### config.mk
export PLATFORM = sky130hd
export DESIGN_NAME = fsync_adc_dev_flat
export DESIGN_NICKNAME = d
export VERILOG_FILES = /design/src/include/fsync_pkg.sv /design/src/include/fsync_if.sv /design/src/hw/fsync_adc_dev.sv /design/src/flat_wrapper.sv
export SDC_FILE = /design/constraint.sdc
export NUM_CORES = 1
export LEC_CHECK = 0
export BUFFER_PORTS_ARGS = -buffer_cell sky130_fd_sc_hd__buf_2
export CORE_MARGIN = 2
export CORE_UTILIZATION = 60
export CTS_BUF_LIST = sky130_fd_sc_hd__clkbuf_2 sky130_fd_sc_hd__clkbuf_4 sky130_fd_sc_hd__clkbuf_8
export DETAILED_ROUTE_END_ITERATION = 7
export GPL_ROUTABILITY_DRIVEN = 0
export GPL_TIMING_DRIVEN = 1
export PLACE_DENSITY_LB_ADDON = 0.05
export SYNTH_ARGS = -nofsm -noshare
export SYNTH_HDL_FRONTEND = slang
export SYNTH_SLANG_ARGS = --single-unit
### constraint.sdc
create_clock -name sys_clk -period 3.8 [get_ports sys_clk]
set_clock_uncertainty 0.05 [all_clocks]
set_input_delay 0.95 -clock sys_clk [delete_from_list [all_inputs] [get_ports sys_clk]]
set_output_delay 0.95 -clock sys_clk [all_outputs]
set_load 0.005 [all_outputs]
### src/include/fsync_pkg.sv
// Purpose: Shared constants for the frame-synchronised converter serial port
// Assumes: Both ends run on a 25 MHz system clock
// Notes: Serial cycle numbers count serial clock rising edges after frame sync
package fsync_pkg;
    localparam int SYS_CLK_NS = 40;
    localparam int SCLK_PERIOD_NS = 640;
    localparam int SCLK_HALF_CYC = SCLK_PERIOD_NS / (2 * SYS_CLK_NS);
    localparam logic [3:0] SCLK_HALF_LAST = 4'(SCLK_HALF_CYC - 1);
    localparam logic [5:0] CFG_BITS_8 = 6'h08;
    localparam logic [5:0] CFG_BITS_16 = 6'h10;
    localparam logic [5:0] CH_SEL_CYC = 6'h03;
    localparam logic [5:0] SAMPLE_CYC_8 = 6'h07;
    localparam logic [5:0] SAMPLE_CYC_16 = 6'h0F;
    localparam logic [5:0] RESULT_BITS = 6'h10;
    localparam logic [5:0] TOTAL_CYC_8 = 6'h18;
    localparam logic [5:0] TOTAL_CYC_16 = 6'h20;
    localparam logic [15:0] WORD_RST = 16'h0000;
endpackage

### src/include/fsync_if.sv
// Purpose: Serial link between the converter port and the DSP host
// Assumes: Every wire has exactly one driving end
// Notes: No clocking block; both ends sample through synchronisers
`timescale 1ns/1ps
interface fsync_if;
    logic sclk;
    logic cs_n;
    logic frame_sync_in;
    logic din;
    logic width_select;
    logic frame_sync_out;
    logic dout;
    modport dev (input sclk, input cs_n, input frame_sync_in, input din, input width_select,
                 output frame_sync_out, output dout);
    modport host (output sclk, output cs_n, output frame_sync_in, output din, output width_select,
                  input frame_sync_out, input dout);
endinterface

### src/hw/fsync_adc_dev.sv
// Purpose: Converter-side end of the frame-synchronised serial port
// Assumes: Link pins are asynchronous to sys_clk and pass two flip-flops
// Notes: Analog section is modelled by sample_code; sclk must be well below sys_clk/4
`timescale 1ns/1ps
module fsync_adc_dev
    import fsync_pkg::*;
(
    input wire logic sys_clk,
    input wire logic rst_n,
    input wire logic clk_en,
    fsync_if.dev port,
    input wire logic [15:0] sample_code,
    output logic [15:0] cfg_word,
    output logic cfg_valid,
    output logic acq_active,
    output logic sample_taken,
    output logic dsp_mode,
    output logic shutdown
);
    typedef enum logic [3:0] {
        S_SHUT = 4'b0001,
        S_WAKE = 4'b0010,
        S_RUN = 4'b0100,
        S_DONE = 4'b1000
    } dev_state_t;

    dev_state_t state_ff;
    logic [4:0] pin_meta_ff;
    logic [4:0] pin_sync_ff;
    logic [4:0] pin_prev_ff;
    logic sclk_s, cs_n_s, fsync_s, din_s, width_s;
    logic sclk_rise, sclk_fall, cs_fall, cs_rise, fs_rise, fs_fall;
    logic [5:0] cnt_ff;
    logic [5:0] nxt_cnt;
    logic wide_ff;
    logic [15:0] cfg_sr_ff;
    logic [15:0] out_sr_ff;
    logic dout_ff;
    logic fso_ff;
    logic [5:0] cfg_bits, sample_cyc, last_cyc;

    // Bit order: sclk, cs_n, frame_sync_in, din, width_select
    always_ff @(posedge sys_clk or negedge rst_n) begin
        if (!rst_n) begin
            pin_meta_ff <= 5'h02;
            pin_sync_ff <= 5'h02;
            pin_prev_ff <= 5'h02;
        end else if (clk_en) begin
            pin_meta_ff <= {port.width_select, port.din, port.frame_sync_in, port.cs_n, port.sclk};
            pin_sync_ff <= pin_meta_ff;
            pin_prev_ff <= pin_sync_ff;
        end
    end

    assign sclk_s = pin_sync_ff[0];
    assign cs_n_s = pin_sync_ff[1];
    assign fsync_s = pin_sync_ff[2];
    assign din_s = pin_sync_ff[3];
    assign width_s = pin_sync_ff[4];
    assign sclk_rise = sclk_s && !pin_prev_ff[0];
    assign sclk_fall = !sclk_s && pin_prev_ff[0];
    assign cs_fall = !cs_n_s && pin_prev_ff[1];
    assign cs_rise = cs_n_s && !pin_prev_ff[1];
    assign fs_rise = fsync_s && !pin_prev_ff[2];
    assign fs_fall = !fsync_s && pin_prev_ff[2];
    assign nxt_cnt = cnt_ff + 6'h01;

    // Width is held per frame so a mid-frame change cannot skew the bit counts
    assign cfg_bits = wide_ff ? CFG_BITS_16 : CFG_BITS_8;
    assign sample_cyc = wide_ff ? SAMPLE_CYC_16 : SAMPLE_CYC_8;
    assign last_cyc = wide_ff ? TOTAL_CYC_16 : TOTAL_CYC_8;

    assign port.frame_sync_out = fso_ff;
    assign port.dout = dout_ff;

    always_ff @(posedge sys_clk or negedge rst_n) begin
        if (!rst_n) begin
            dsp_mode <= 1'b0;
        end else if (clk_en) begin
            if (cs_fall) begin
                dsp_mode <= !fsync_s;
            end else if (cs_rise) begin
                dsp_mode <= 1'b0;
            end
        end
    end

    always_ff @(posedge sys_clk or negedge rst_n) begin
        if (!rst_n) begin
            state_ff <= S_SHUT;
            cnt_ff <= 6'h00;
            wide_ff <= 1'b0;
        end else if (clk_en) begin
            if (cs_n_s) begin
                state_ff <= S_SHUT;
                cnt_ff <= 6'h00;
            end else if (dsp_mode && fs_rise) begin
                state_ff <= S_WAKE;
                cnt_ff <= 6'h00;
            end else begin
                case (state_ff)
                    S_SHUT: state_ff <= S_SHUT;
                    S_WAKE: begin
                        if (fs_fall) begin
                            wide_ff <= width_s;
                            cnt_ff <= 6'h00;
                            state_ff <= S_RUN;
                        end
                    end
                    S_RUN: begin
                        if (sclk_rise) begin
                            cnt_ff <= nxt_cnt;
                            if (nxt_cnt == last_cyc) begin
                                state_ff <= S_DONE;
                            end
                        end
                    end
                    // Stays here through cs low until the next sync, no toggle needed
                    S_DONE: state_ff <= S_DONE;
                    default: state_ff <= S_SHUT;
                endcase
            end
        end
    end

    always_ff @(posedge sys_clk or negedge rst_n) begin
        if (!rst_n) begin
            cfg_sr_ff <= WORD_RST;
            cfg_word <= WORD_RST;
            cfg_valid <= 1'b0;
        end else if (clk_en) begin
            cfg_valid <= 1'b0;
            if (state_ff == S_RUN && sclk_fall && cnt_ff != 6'h00 && cnt_ff <= cfg_bits) begin
                cfg_sr_ff <= {cfg_sr_ff[14:0], din_s};
                if (cnt_ff == cfg_bits) begin
                    cfg_word <= {cfg_sr_ff[14:0], din_s};
                    cfg_valid <= 1'b1;
                end
            end
        end
    end

    always_ff @(posedge sys_clk or negedge rst_n) begin
        if (!rst_n) begin
            acq_active <= 1'b0;
            sample_taken <= 1'b0;
            out_sr_ff <= WORD_RST;
        end else if (clk_en) begin
            sample_taken <= 1'b0;
            if (state_ff != S_RUN) begin
                acq_active <= 1'b0;
            end else if (sclk_fall && cnt_ff == CH_SEL_CYC) begin
                acq_active <= 1'b1;
            end else if (sclk_rise && nxt_cnt == sample_cyc) begin
                acq_active <= 1'b0;
                sample_taken <= 1'b1;
                out_sr_ff <= sample_code;
            end else if (sclk_rise && nxt_cnt > cfg_bits) begin
                // Zero fill means clocks past the result shift out zeros
                out_sr_ff <= {out_sr_ff[14:0], 1'b0};
            end
        end
    end

    always_ff @(posedge sys_clk or negedge rst_n) begin
        if (!rst_n) begin
            dout_ff <= 1'b0;
            fso_ff <= 1'b0;
        end else if (clk_en) begin
            if (state_ff == S_RUN && sclk_rise) begin
                fso_ff <= (nxt_cnt == cfg_bits);
                dout_ff <= (nxt_cnt > cfg_bits) ? out_sr_ff[15] : 1'b0;
            end else if (state_ff == S_DONE && sclk_rise) begin
                dout_ff <= 1'b0;
            end else if (state_ff == S_SHUT || state_ff == S_WAKE) begin
                dout_ff <= 1'b0;
                fso_ff <= 1'b0;
            end
        end
    end

    always_ff @(posedge sys_clk or negedge rst_n) begin
        if (!rst_n) begin
            shutdown <= 1'b1;
        end else if (clk_en) begin
            shutdown <= (state_ff == S_SHUT);
        end
    end
endmodule // fsync_adc_dev

### src/flat_wrapper.sv
// flat-port wrapper written by rule: the top's interface ports become plain ports
module fsync_adc_dev_flat import fsync_pkg::*;
  (sys_clk, rst_n, clk_en, sample_code, cfg_word, cfg_valid, acq_active, sample_taken, dsp_mode, shutdown, port_sclk, port_cs_n, port_frame_sync_in, port_din, port_width_select, port_frame_sync_out, port_dout);
  fsync_if port_i ();
  input wire logic sys_clk;
  input wire logic rst_n;
  input wire logic clk_en;
  input wire logic [15:0] sample_code;
  output logic [15:0] cfg_word;
  output logic cfg_valid;
  output logic acq_active;
  output logic sample_taken;
  output logic dsp_mode;
  output logic shutdown;
  input wire logic [$bits(port_i.sclk)-1:0] port_sclk;
  input wire logic [$bits(port_i.cs_n)-1:0] port_cs_n;
  input wire logic [$bits(port_i.frame_sync_in)-1:0] port_frame_sync_in;
  input wire logic [$bits(port_i.din)-1:0] port_din;
  input wire logic [$bits(port_i.width_select)-1:0] port_width_select;
  output wire logic [$bits(port_i.frame_sync_out)-1:0] port_frame_sync_out;
  output wire logic [$bits(port_i.dout)-1:0] port_dout;
  assign port_i.sclk = port_sclk;
  assign port_i.cs_n = port_cs_n;
  assign port_i.frame_sync_in = port_frame_sync_in;
  assign port_i.din = port_din;
  assign port_i.width_select = port_width_select;
  assign port_frame_sync_out = port_i.frame_sync_out;
  assign port_dout = port_i.dout;
  fsync_adc_dev u_core (.sys_clk(sys_clk), .rst_n(rst_n), .clk_en(clk_en), .port(port_i), .sample_code(sample_code), .cfg_word(cfg_word), .cfg_valid(cfg_valid), .acq_active(acq_active), .sample_taken(sample_taken), .dsp_mode(dsp_mode), .shutdown(shutdown));
endmodule
# --- Yosys cells after proc, flatten, opt, wreduce, memory -nomap -nowiden ---
# Cells that the tools add are included.
word_totals:
  regBits: 78
  input_bits: 24
  word_cells: 108
op_classes:
  addsub: 1
  n_lt_le_gt_ge: 2
  eq_ne: 14
  muxes: 32
  n_bitwise: 4
  n_reduce_logical: 39
op_table:
  columns: ["operator", "n"]
  rows:
  - ["$mux 16", 2]
  - ["$mux 6", 5]
  - ["$eq 6x6->1", 4]
  - ["$mux 4", 6]
  - ["$mux 1", 16]
  - ["$logic_and 1x1->1", 15]
  - ["$ne 4x1->1 const B", 3]
  - ["$pmux 4 s3", 1]
  - ["$pmux 6 s2", 1]
  - ["$reduce_and 4->1", 3]
  - ["$reduce_and 2->1", 4]
  - ["$add 6x1->6 const B", 1]
  - ["$eq 6x2->1 const B", 1]
  - ["$gt 6x6->1", 1]
  - ["$le 6x6->1", 1]
  - ["$logic_not 1->1", 6]
  - ["$reduce_and 3->1", 2]
  - ["$reduce_bool 2->1", 3]
  - ["$reduce_bool 3->1", 2]
  - ["$reduce_bool 6->1", 1]
  - ["$mux 5", 1]
  - ["$reduce_and 5->1", 1]
  - ["$eq 4x1->1 const B", 1]
  - ["$eq 4x2->1 const B", 1]
  - ["other kinds (7)", 10]

# --- Depth between registers and ports, before layout ---
# Gate-level depths: netlist (run 1).
logic_depth:
  word_depth: 7
  ltp_mapped: 11
  ltp_nobuf: 9

# --- Least setup slack after synthesis (run 1) ---
# OpenSTA, ideal clock, no wires.
synth_timing:
  path_type: "register -> register"
  startpoint: "reg u_core.cnt_ff[1]"
  endpoint: "reg u_core.out_sr_ff[11]"
  t_arrival_ns: 2.525
  t_required_ns: 3.685
  path_slack_ns: 1.159
  path_stages_with_launch: 11
  period_less_slack_ns: 2.641
  cell_sequence: "dfrtp_1 ha_1 clkbuf_1 nand3_1 xnor2_1 ha_1 and3_1 o2bb2ai_1 a31o_2 a21oi_1 o221a_2"
synth_via:
  elab_chain_len: 5
synth_lines:
  columns: ["element", "line_no", "source"]
  rows:
  - ["from (decl)", "fsync_adc_dev.sv:33", "logic [5:0] cnt_ff;"]
  - ["from (signal assigned)", "fsync_adc_dev.sv:112", "cnt_ff <= nxt_cnt;"]
  - ["$add 6x1->6", "fsync_adc_dev.sv:66", "assign nxt_cnt = cnt_ff + 6'h01;"]
  - ["$gt 6x6->1 / $eq 6x6->1 (equally long branches)", "fsync_adc_dev.sv:158, fsync_adc_dev.sv:154", null]
  - ["$logic_and 1x1->1 (on tied branches)", "fsync_adc_dev.sv:158, fsync_adc_dev.sv:154", null]
  - ["$reduce_bool 2->1 (no source line)", null, null]
  - ["$reduce_and 4->1 (no source line)", null, null]
  - ["to (signal assigned)", "fsync_adc_dev.sv:157", "out_sr_ff <= sample_code;"]
  - ["to (signal assigned)", "fsync_adc_dev.sv:160", "out_sr_ff <= {out_sr_ff[14:0], 1'b0};"]
  - ["to (decl)", "fsync_adc_dev.sv:37", "logic [15:0] out_sr_ff;"]
# Parallel ways exist; a longest one is shown, timed or not.
# A chain may end at the register's enable or synchronous reset.

# --- Final worst setup path (run 1) ---
layout_timing:
  startpoint: "reg u_core.cnt_ff[1]"
  endpoint: "reg u_core.out_sr_ff[5]"
# The elaborated chain is that of the path after synthesis.

==> reports/qor.txt, run 1 <==
result of the run = complete, no violations
via count = 2579
post-cts resize count = 0
worst IR drop on VDD = 0.3467 mV
die span in y = 82.91 µm
synthesis-to-finish area growth = 13.13%
via count of the first global-routing pass = 2517
fin crit period = 3.060 ns
clk slew on worst S/H paths = 0.08 ns
DIE AREA = 6874 µm²
initial antenna violation count = 0
count of state elements after synthesis = 78
category of the worst setup path launch point = flip-flop
total number of yosys warnings = 0
fill cell total of the finished layout = 452
period utilisation layout = 0.8053
DRC violation count after routing = 0
final antenna-violating net count = 0
nets in the synthesized netlist = 340
post-synthesis area per instance = 12.17 µm²
average vias per placed instance = 5.984
routed length on met2 = 3.484 mm
Seq. cell area = 1958 µm²
utilization after layout = 0.7097
count of cell types in the netlist = 49
worst endpoint required time = 4.03 ns
power per standard cell area = 403.3 nW/µm²
class of the most critical setup path = flip-flop to flip-flop
final hold violations = 0
met3 routed WL = 271 µm
WL final = 7.227 mm
endpoints failing setup = 0
number of buffer cells added on primary ports = 46
wire length of the first global-routing pass = 12.21 mm
clock buffers created by TritonCTS = 9
sequential area share after synthesis = 0.5241
Diodes inserted = 0
GRT Overall Usage = 0.2215
largest incremental delay on the critical path = 0.48 ns
htree depth = 3
die extent in x = 82.91 µm
setup repair after global routing missed its margin = false
hold_ws = 0.4378 ns
maximum capacitance violations = 0
worst slew pin tran = 0.9657 ns
critical-path cell list = ha_1, nand3_1, xnor2_1, ha_1, and3_1, o2bb2ai_1, a31o_2, a21oi_1, o221a_2
I/O pin cnt = 47
worst min path class = flip-flop to flip-flop
postcts setup bufs = 0
Starting Density = 0.6273
asr flop ratio synth = 1.000
GR Overflow Total = 0
Critical-path top delay cell = dfrtp_1
DR iter-0 viols = 145
top fanout value on the critical path = 8
delay-heaviest family, CP = compound AO/OA/AOI/OAI gates
latest clock arrival within the worst-skew pair = 0.35 ns
Max Freq = 326.8 MHz
pin count of the biggest net entering global routing = 79
uppermost signal routing layer after detailed routing = met4
routed metal-1 wire length = 3.334 mm
net count reported at finish = 384
setup total negative slack = 0 ns
# hold bufs at CTS = 0
clk buf depth = 2
Post-synth EDFFs = 0
Site Rows = 28
Wirelength per Cell = 16.77 µm
Bufs and invs on worst path = 0
Floorplan Core Area = 5956 µm²
CTS tree = yes
capturing element type of the critical path = flip-flop
Static Leak = 1.990 nW
cell occurring most often along the worst timing path = ha_1
HPWL after detailed placement = 4.952 mm
mapped cell area = 3736 µm²
Critical Path AT = 3.29 ns
router iterations before antenna repair = 4
tightest slew margin relative to the limit = 0.3562
most frequently used flop master after synthesis = dfrtp_1
clock root cell = clkbuf_8
area of the multi-input gates = 1653 µm²
number of clock sinks = 78
Final Slew Violations = 0
cells after synthesis = 307
fraction of final layout cells sized beyond drive strength 1 = 0.3933
-- worst register-to-register path, delay by kind of cell, from the launching register on --
kind                     cells  cell delay, ns
AO/OA/AOI/OAI                4            1.22
adder cells (fa/ha/maj)      2            0.69
flip-flops                   1            0.48
AND/OR/NAND/NOR              2            0.32
XOR/XNOR                     1            0.23
-- cells by family (layout without fill, tap and decap cells) --
family                     after synthesis  count (layout)  synth area share
muxes                                   49              49            0.1467
buffers and inverters                   28              77           0.03349
DFF                                     78              78            0.5241
adders and majority gates                9               9           0.03014
AOI/OAI and AO/OA                       56              56            0.1212
and+or+nand+nor                         82              82            0.1289
xor gates and xnor gates                 5               5           0.01540
-- sequential cells by signal (all words and copies together) (netlist names), 3 cells and up --
signal	count
u_core.cfg_sr_ff	15
u_core.cfg_word	16
u_core.cnt_ff	6
u_core.out_sr_ff	16
u_core.pin_meta_ff	5
u_core.pin_prev_ff	3
u_core.pin_sync_ff	5
u_core.state_ff	4
-- metal layers --
metal	global-route usage	up-vias
met5	0	-
met4	0.08793	0
met3	0.05268	15
met2	0.3468	62
met1	0.3000	1272
li1	-	1230
-- worst paths after layout --
| check | startpoint | endpoint | slack, ns | depth (start not counted) |
|---|---|---|---|---|
| max | u_core.cnt_ff[1] | u_core.out_sr_ff[5] | 0.74 | 9 |
| min | u_core.cfg_valid | u_core.cfg_valid | 0.44 | 1 |
| min in group asynchronous | rst_n | u_core.port.frame_sync_out | 0.69 | 1 |
| max reg2reg | u_core.cnt_ff[1] | u_core.out_sr_ff[5] | 0.74 | 9 |
| min reg2reg | u_core.cfg_valid | u_core.cfg_valid | 0.44 | 1 |
| max in group asynchronous | rst_n | u_core.state_ff[2] | 2.37 | 1 |
-- where the power goes --
part           internal (mW)  switching (mW)
logic                 0.0592          0.0634
clock network          0.387           0.303
registers              0.868          0.0236
-- synthesized netlist by cell type, types with 3 or more instances --
cell type | instances | area, µm²
a21oi_1 | 6 | 30.03
nand2_1 | 13 | 48.80
nor2b_1 | 7 | 43.79
ha_1 | 9 | 112.6
o22ai_1 | 3 | 18.77
xnor2_1 | 4 | 35.03
nor2_1 | 10 | 37.54
nand3_1 | 8 | 40.04
or3_1 | 4 | 25.02
nand4_1 | 4 | 25.02
inv_1 | 11 | 41.29
nand2b_1 | 3 | 18.77
nor3_1 | 3 | 15.01
mux2_2 | 46 | 518.0
o21ai_0 | 9 | 45.04
clkbuf_1 | 7 | 26.28
nand3b_1 | 17 | 127.6
a311o_1 | 3 | 30.03
mux2i_1 | 3 | 30.03
buf_2 | 4 | 20.02
dfstp_2 | 5 | 131.4
dfrtp_1 | 73 | 1827
o31ai_1 | 3 | 22.52
o2bb2ai_1 | 4 | 35.03
o221a_2 | 15 | 168.9
-- through the flow --
step	setup slack [ns]	instances	area, µm²	power, mW
2_1_floorplan	1.159	307	3736	0.9788
3_3_place_gp	0.7345	415	4005	1.027
3_5_place_dp	0.7650	415	4005	1.031
4_1_cts	0.7583	431	4227	1.729
5_1_grt	0.5502	431	4227	1.779
6_report	0.7398	431	4227	1.704
-- final cells by class --
| cell class | count | share of cell area |
|---|---|---|
| clock buffer | 11 | 0.03286 |
| clock inverter | 5 | 0.01954 |
| inverter | 12 | 0.01066 |
| multi-input combinational | 201 | 0.3911 |
| sequential | 78 | 0.4633 |
| tap | 75 | 0.02220 |
| timing repair buffer | 49 | 0.06039 |
-- cells in the final DEF, fill, tap and decap left out, types with 4 or more instances in the layout --
cell	synthesis	final
nand3_1	8	8
buf_2	4	45
or3_1	4	4
dfrtp_1	73	73
o21ai_0	9	9
ha_1	9	9
o221a_2	15	15
nand2_1	13	13
mux2_2	46	46
dfstp_2	5	5
nand3b_1	17	17
xnor2_1	4	4
nor2b_1	7	7
nand4_1	4	4
clkbuf_8	0	9
buf_4	2	4
inv_1	11	11
a21oi_1	6	6
o2bb2ai_1	4	4
nor2_1	10	10
Note: power is estimated with default switching activity, not from simulation.
==> run 2: changes to the inputs <==
Clock period 3.8 ns to 3.1 ns, I/O delays scaled along.
==> run 2 against run 1 <==
Against the previous run: sequential cell count did not move; cell count rose by 0.46%; critical path depth did not move; worst setup slack got worse by 0.45 ns; clock-buffer cell count fell by 1; first-iteration DRC count rose by 2.1%; non-clock buffer count rose by 2; maximum frequency rose by 8.9%; register-to-register slack got worse by 0.45 ns; combinational power rose by 21%; critical path type unchanged.
==> reports/qor.txt, run 2 (synthesis gave the netlist of run 1 again) <==
router iterations before antenna repair = 4 (unchanged)
final hold violations = 0 (unchanged)
class of the most critical setup path = flip-flop to flip-flop
power per standard cell area = 479.1 nW/µm² (+19%)
CTS tree = yes
category of the worst setup path launch point = flip-flop
clock root cell = clkbuf_8
result of the run = complete, no violations
clk buf depth = 2 (unchanged)
Reg2Reg Launch Point = u_core.cnt_ff[1]
Site Rows = 28 (unchanged)
clock buffers created by TritonCTS = 9 (unchanged)
I/O pin cnt = 47 (unchanged)
via count = 2561 (-0.70%)
worst r2r path cells = 9 (unchanged)
depth of the worst hold-timing path = 2 (+1)
period utilisation layout = 0.9063 (+0.1009)
Critical R2R Capture = u_core.out_sr_ff[3]
Starting Density = 0.6273 (unchanged)
Diodes inserted = 0 (unchanged)
tightest slew margin relative to the limit = 0.3610 (+0.004840)
setup total negative slack = 0 ns (unchanged)
post-cts resize count = 0 (unchanged)
# hold bufs at CTS = 0 (unchanged)
Critical Path AT = 3.00 ns (-0.29 ns)
Max Freq = 355.9 MHz (+8.9%)
pin count of the biggest net entering global routing = 79 (unchanged)
postcts setup bufs = 0 (unchanged)
total cell area at the placement stage = 4020 µm² (+0.38%)
die extent in x = 82.91 µm (unchanged)
synthesis-to-finish area growth = 13.13% (unchanged)
clk slew on worst S/H paths = 0.08 ns (about the same)
number of clock sinks = 78 (unchanged)
Floorplan Core Area = 5956 µm² (unchanged)
top fanout value on the critical path = 9 (+1)
fraction of final layout cells sized beyond drive strength 1 = 0.3966 (+0.003390)
htree depth = 3 (unchanged)
latest clock arrival within the worst-skew pair = 0.35 ns (about the same)
worst slew pin tran = 0.9585 ns (-0.007260 ns)
startpoint of the worst hold path = u_core.pin_meta_ff[1]
final antenna-violating net count = 0 (unchanged)
leading cell type in the layout, fill and taps excluded = dfrtp_1
Largest regs = u_core.cfg_word: 16 flops, u_core.out_sr_ff: 16 flops, u_core.cfg_sr_ff: 15 flops
wire length of the first global-routing pass = 12.21 mm (about the same)
setup slack on the worst flop-to-flop path = 0.29 ns (-0.45 ns)
placed instance count = 417 (+0.48%)
net count reported at finish = 386 (+0.52%)
capturing element type of the critical path = flip-flop
worst endpoint required time = 3.29 ns (-0.74 ns)
Non-Filler Cell Area, Final = 4227 µm² (unchanged)
fill cell total of the finished layout = 433 (-4.2%)
most frequent cells in the layout = 73 x dfrtp_1, 46 x mux2_2, 45 x buf_2, 17 x nand3b_1, 15 x o221a_2
DRC violation count after routing = 0 (unchanged)
die span in y = 82.91 µm (unchanged)
DIE AREA = 6874 µm² (unchanged)
GRT Overall Usage = 0.2217 (about the same)
via count of the first global-routing pass = 2452 (-2.6%)
hold_ws = 0.4401 ns (+0.002306 ns)
Non-Filler Instances = 433 (+0.46%)
GR Overflow Total = 0 (unchanged)
setup repair after global routing missed its margin = false
average vias per placed instance = 5.915 (-1.2%)
WL final = 7.299 mm (+1.0%)
DR iter-0 viols = 148 (+2.1%)
number of buffer cells added on primary ports = 46 (unchanged)
Final Slew Violations = 0 (unchanged)
destination of the worst hold path = u_core.pin_sync_ff[1]
fin crit period = 2.809 ns (-0.2508 ns)
worst IR drop on VDD = 0.3463 mV (-0.12%)
initial antenna violation count = 0 (unchanged)
Static Leak = 1.989 nW (about the same)
worst min path class = flip-flop to flip-flop
maximum capacitance violations = 0 (unchanged)
endpoints failing setup = 0 (unchanged)
Wirelength per Cell = 16.86 µm (+0.53%)
HPWL after detailed placement = 4.907 mm (-0.91%)
run 2: final cells by class:
cell class                 count  area [µm²]  share of cell area
timing repair buffer          51       270.3             0.06394
clock inverter                 6       68.82             0.01628
clock buffer                  10       137.6             0.03256
tap                           75       93.84             0.02220
multi-input combinational    201        1653              0.3911
sequential                    78        1958              0.4633
inverter                      12       45.04             0.01066
run 2: stage by stage:
step	worst slack [ns]	power (mW)	util
floorplan	0.4594	1.200	-
global placement	0.4088	1.259	0.6750
detailed placement	0.3018	1.264	0.6750
CTS	0.2925	2.051	0.7097
global route	0.08631	2.120	0.7097
finish	0.2906	2.025	0.7097
run 2: where the power goes:
| group | switching (mW) | internal (mW) | leakage [nW] | total (mW) |
|---|---|---|---|---|
| clock | 0.384 | 0.398 | 0.103 | 0.783 |
| combinational | 0.0764 | 0.0724 | 0.868 | 0.149 |
| sequential | 0.0294 | 1.06 | 1.02 | 1.09 |
| total | 0.490 | 1.53 | 1.99 | 2.02 |
run 2: worst max-delay path, stage by stage (launching register included):
cell       delay, ns
dfrtp_1         0.48
ha_1            0.35
nand3_1         0.13
xnor2_1         0.21
ha_1            0.30
nor2b_1         0.14
o2bb2ai_1       0.31
a311o_1         0.45
nand3b_1        0.13
o221a_2         0.14
run 2: metal layers:
metal / routed length [µm] / share of wire / vias to the layer above / track usage
li1: - / - / 1237 / -
met1: 3444 / 0.47 / 1253 / 0.3253
met2: 3463 / 0.47 / 63 / 0.3328
met3: 307 / 0.042 / 8 / 0.04374
met4: 83 / 0.011 / 0 / 0.07601
met5: 0 / 0 / - / 0
run 2: how the worst max path moves through the flow:
stage                     startpoint                   end  cells after the start
floorplan           u_core.cnt_ff[1]  u_core.out_sr_ff[11]                     10
global placement    u_core.cnt_ff[0]   u_core.out_sr_ff[1]                     10
detailed placement  u_core.cnt_ff[1]   u_core.out_sr_ff[3]                      9
CTS                 u_core.cnt_ff[1]   u_core.out_sr_ff[3]                      9
global route        u_core.cnt_ff[2]  u_core.out_sr_ff[12]                      8
finish              u_core.cnt_ff[1]   u_core.out_sr_ff[3]                      9
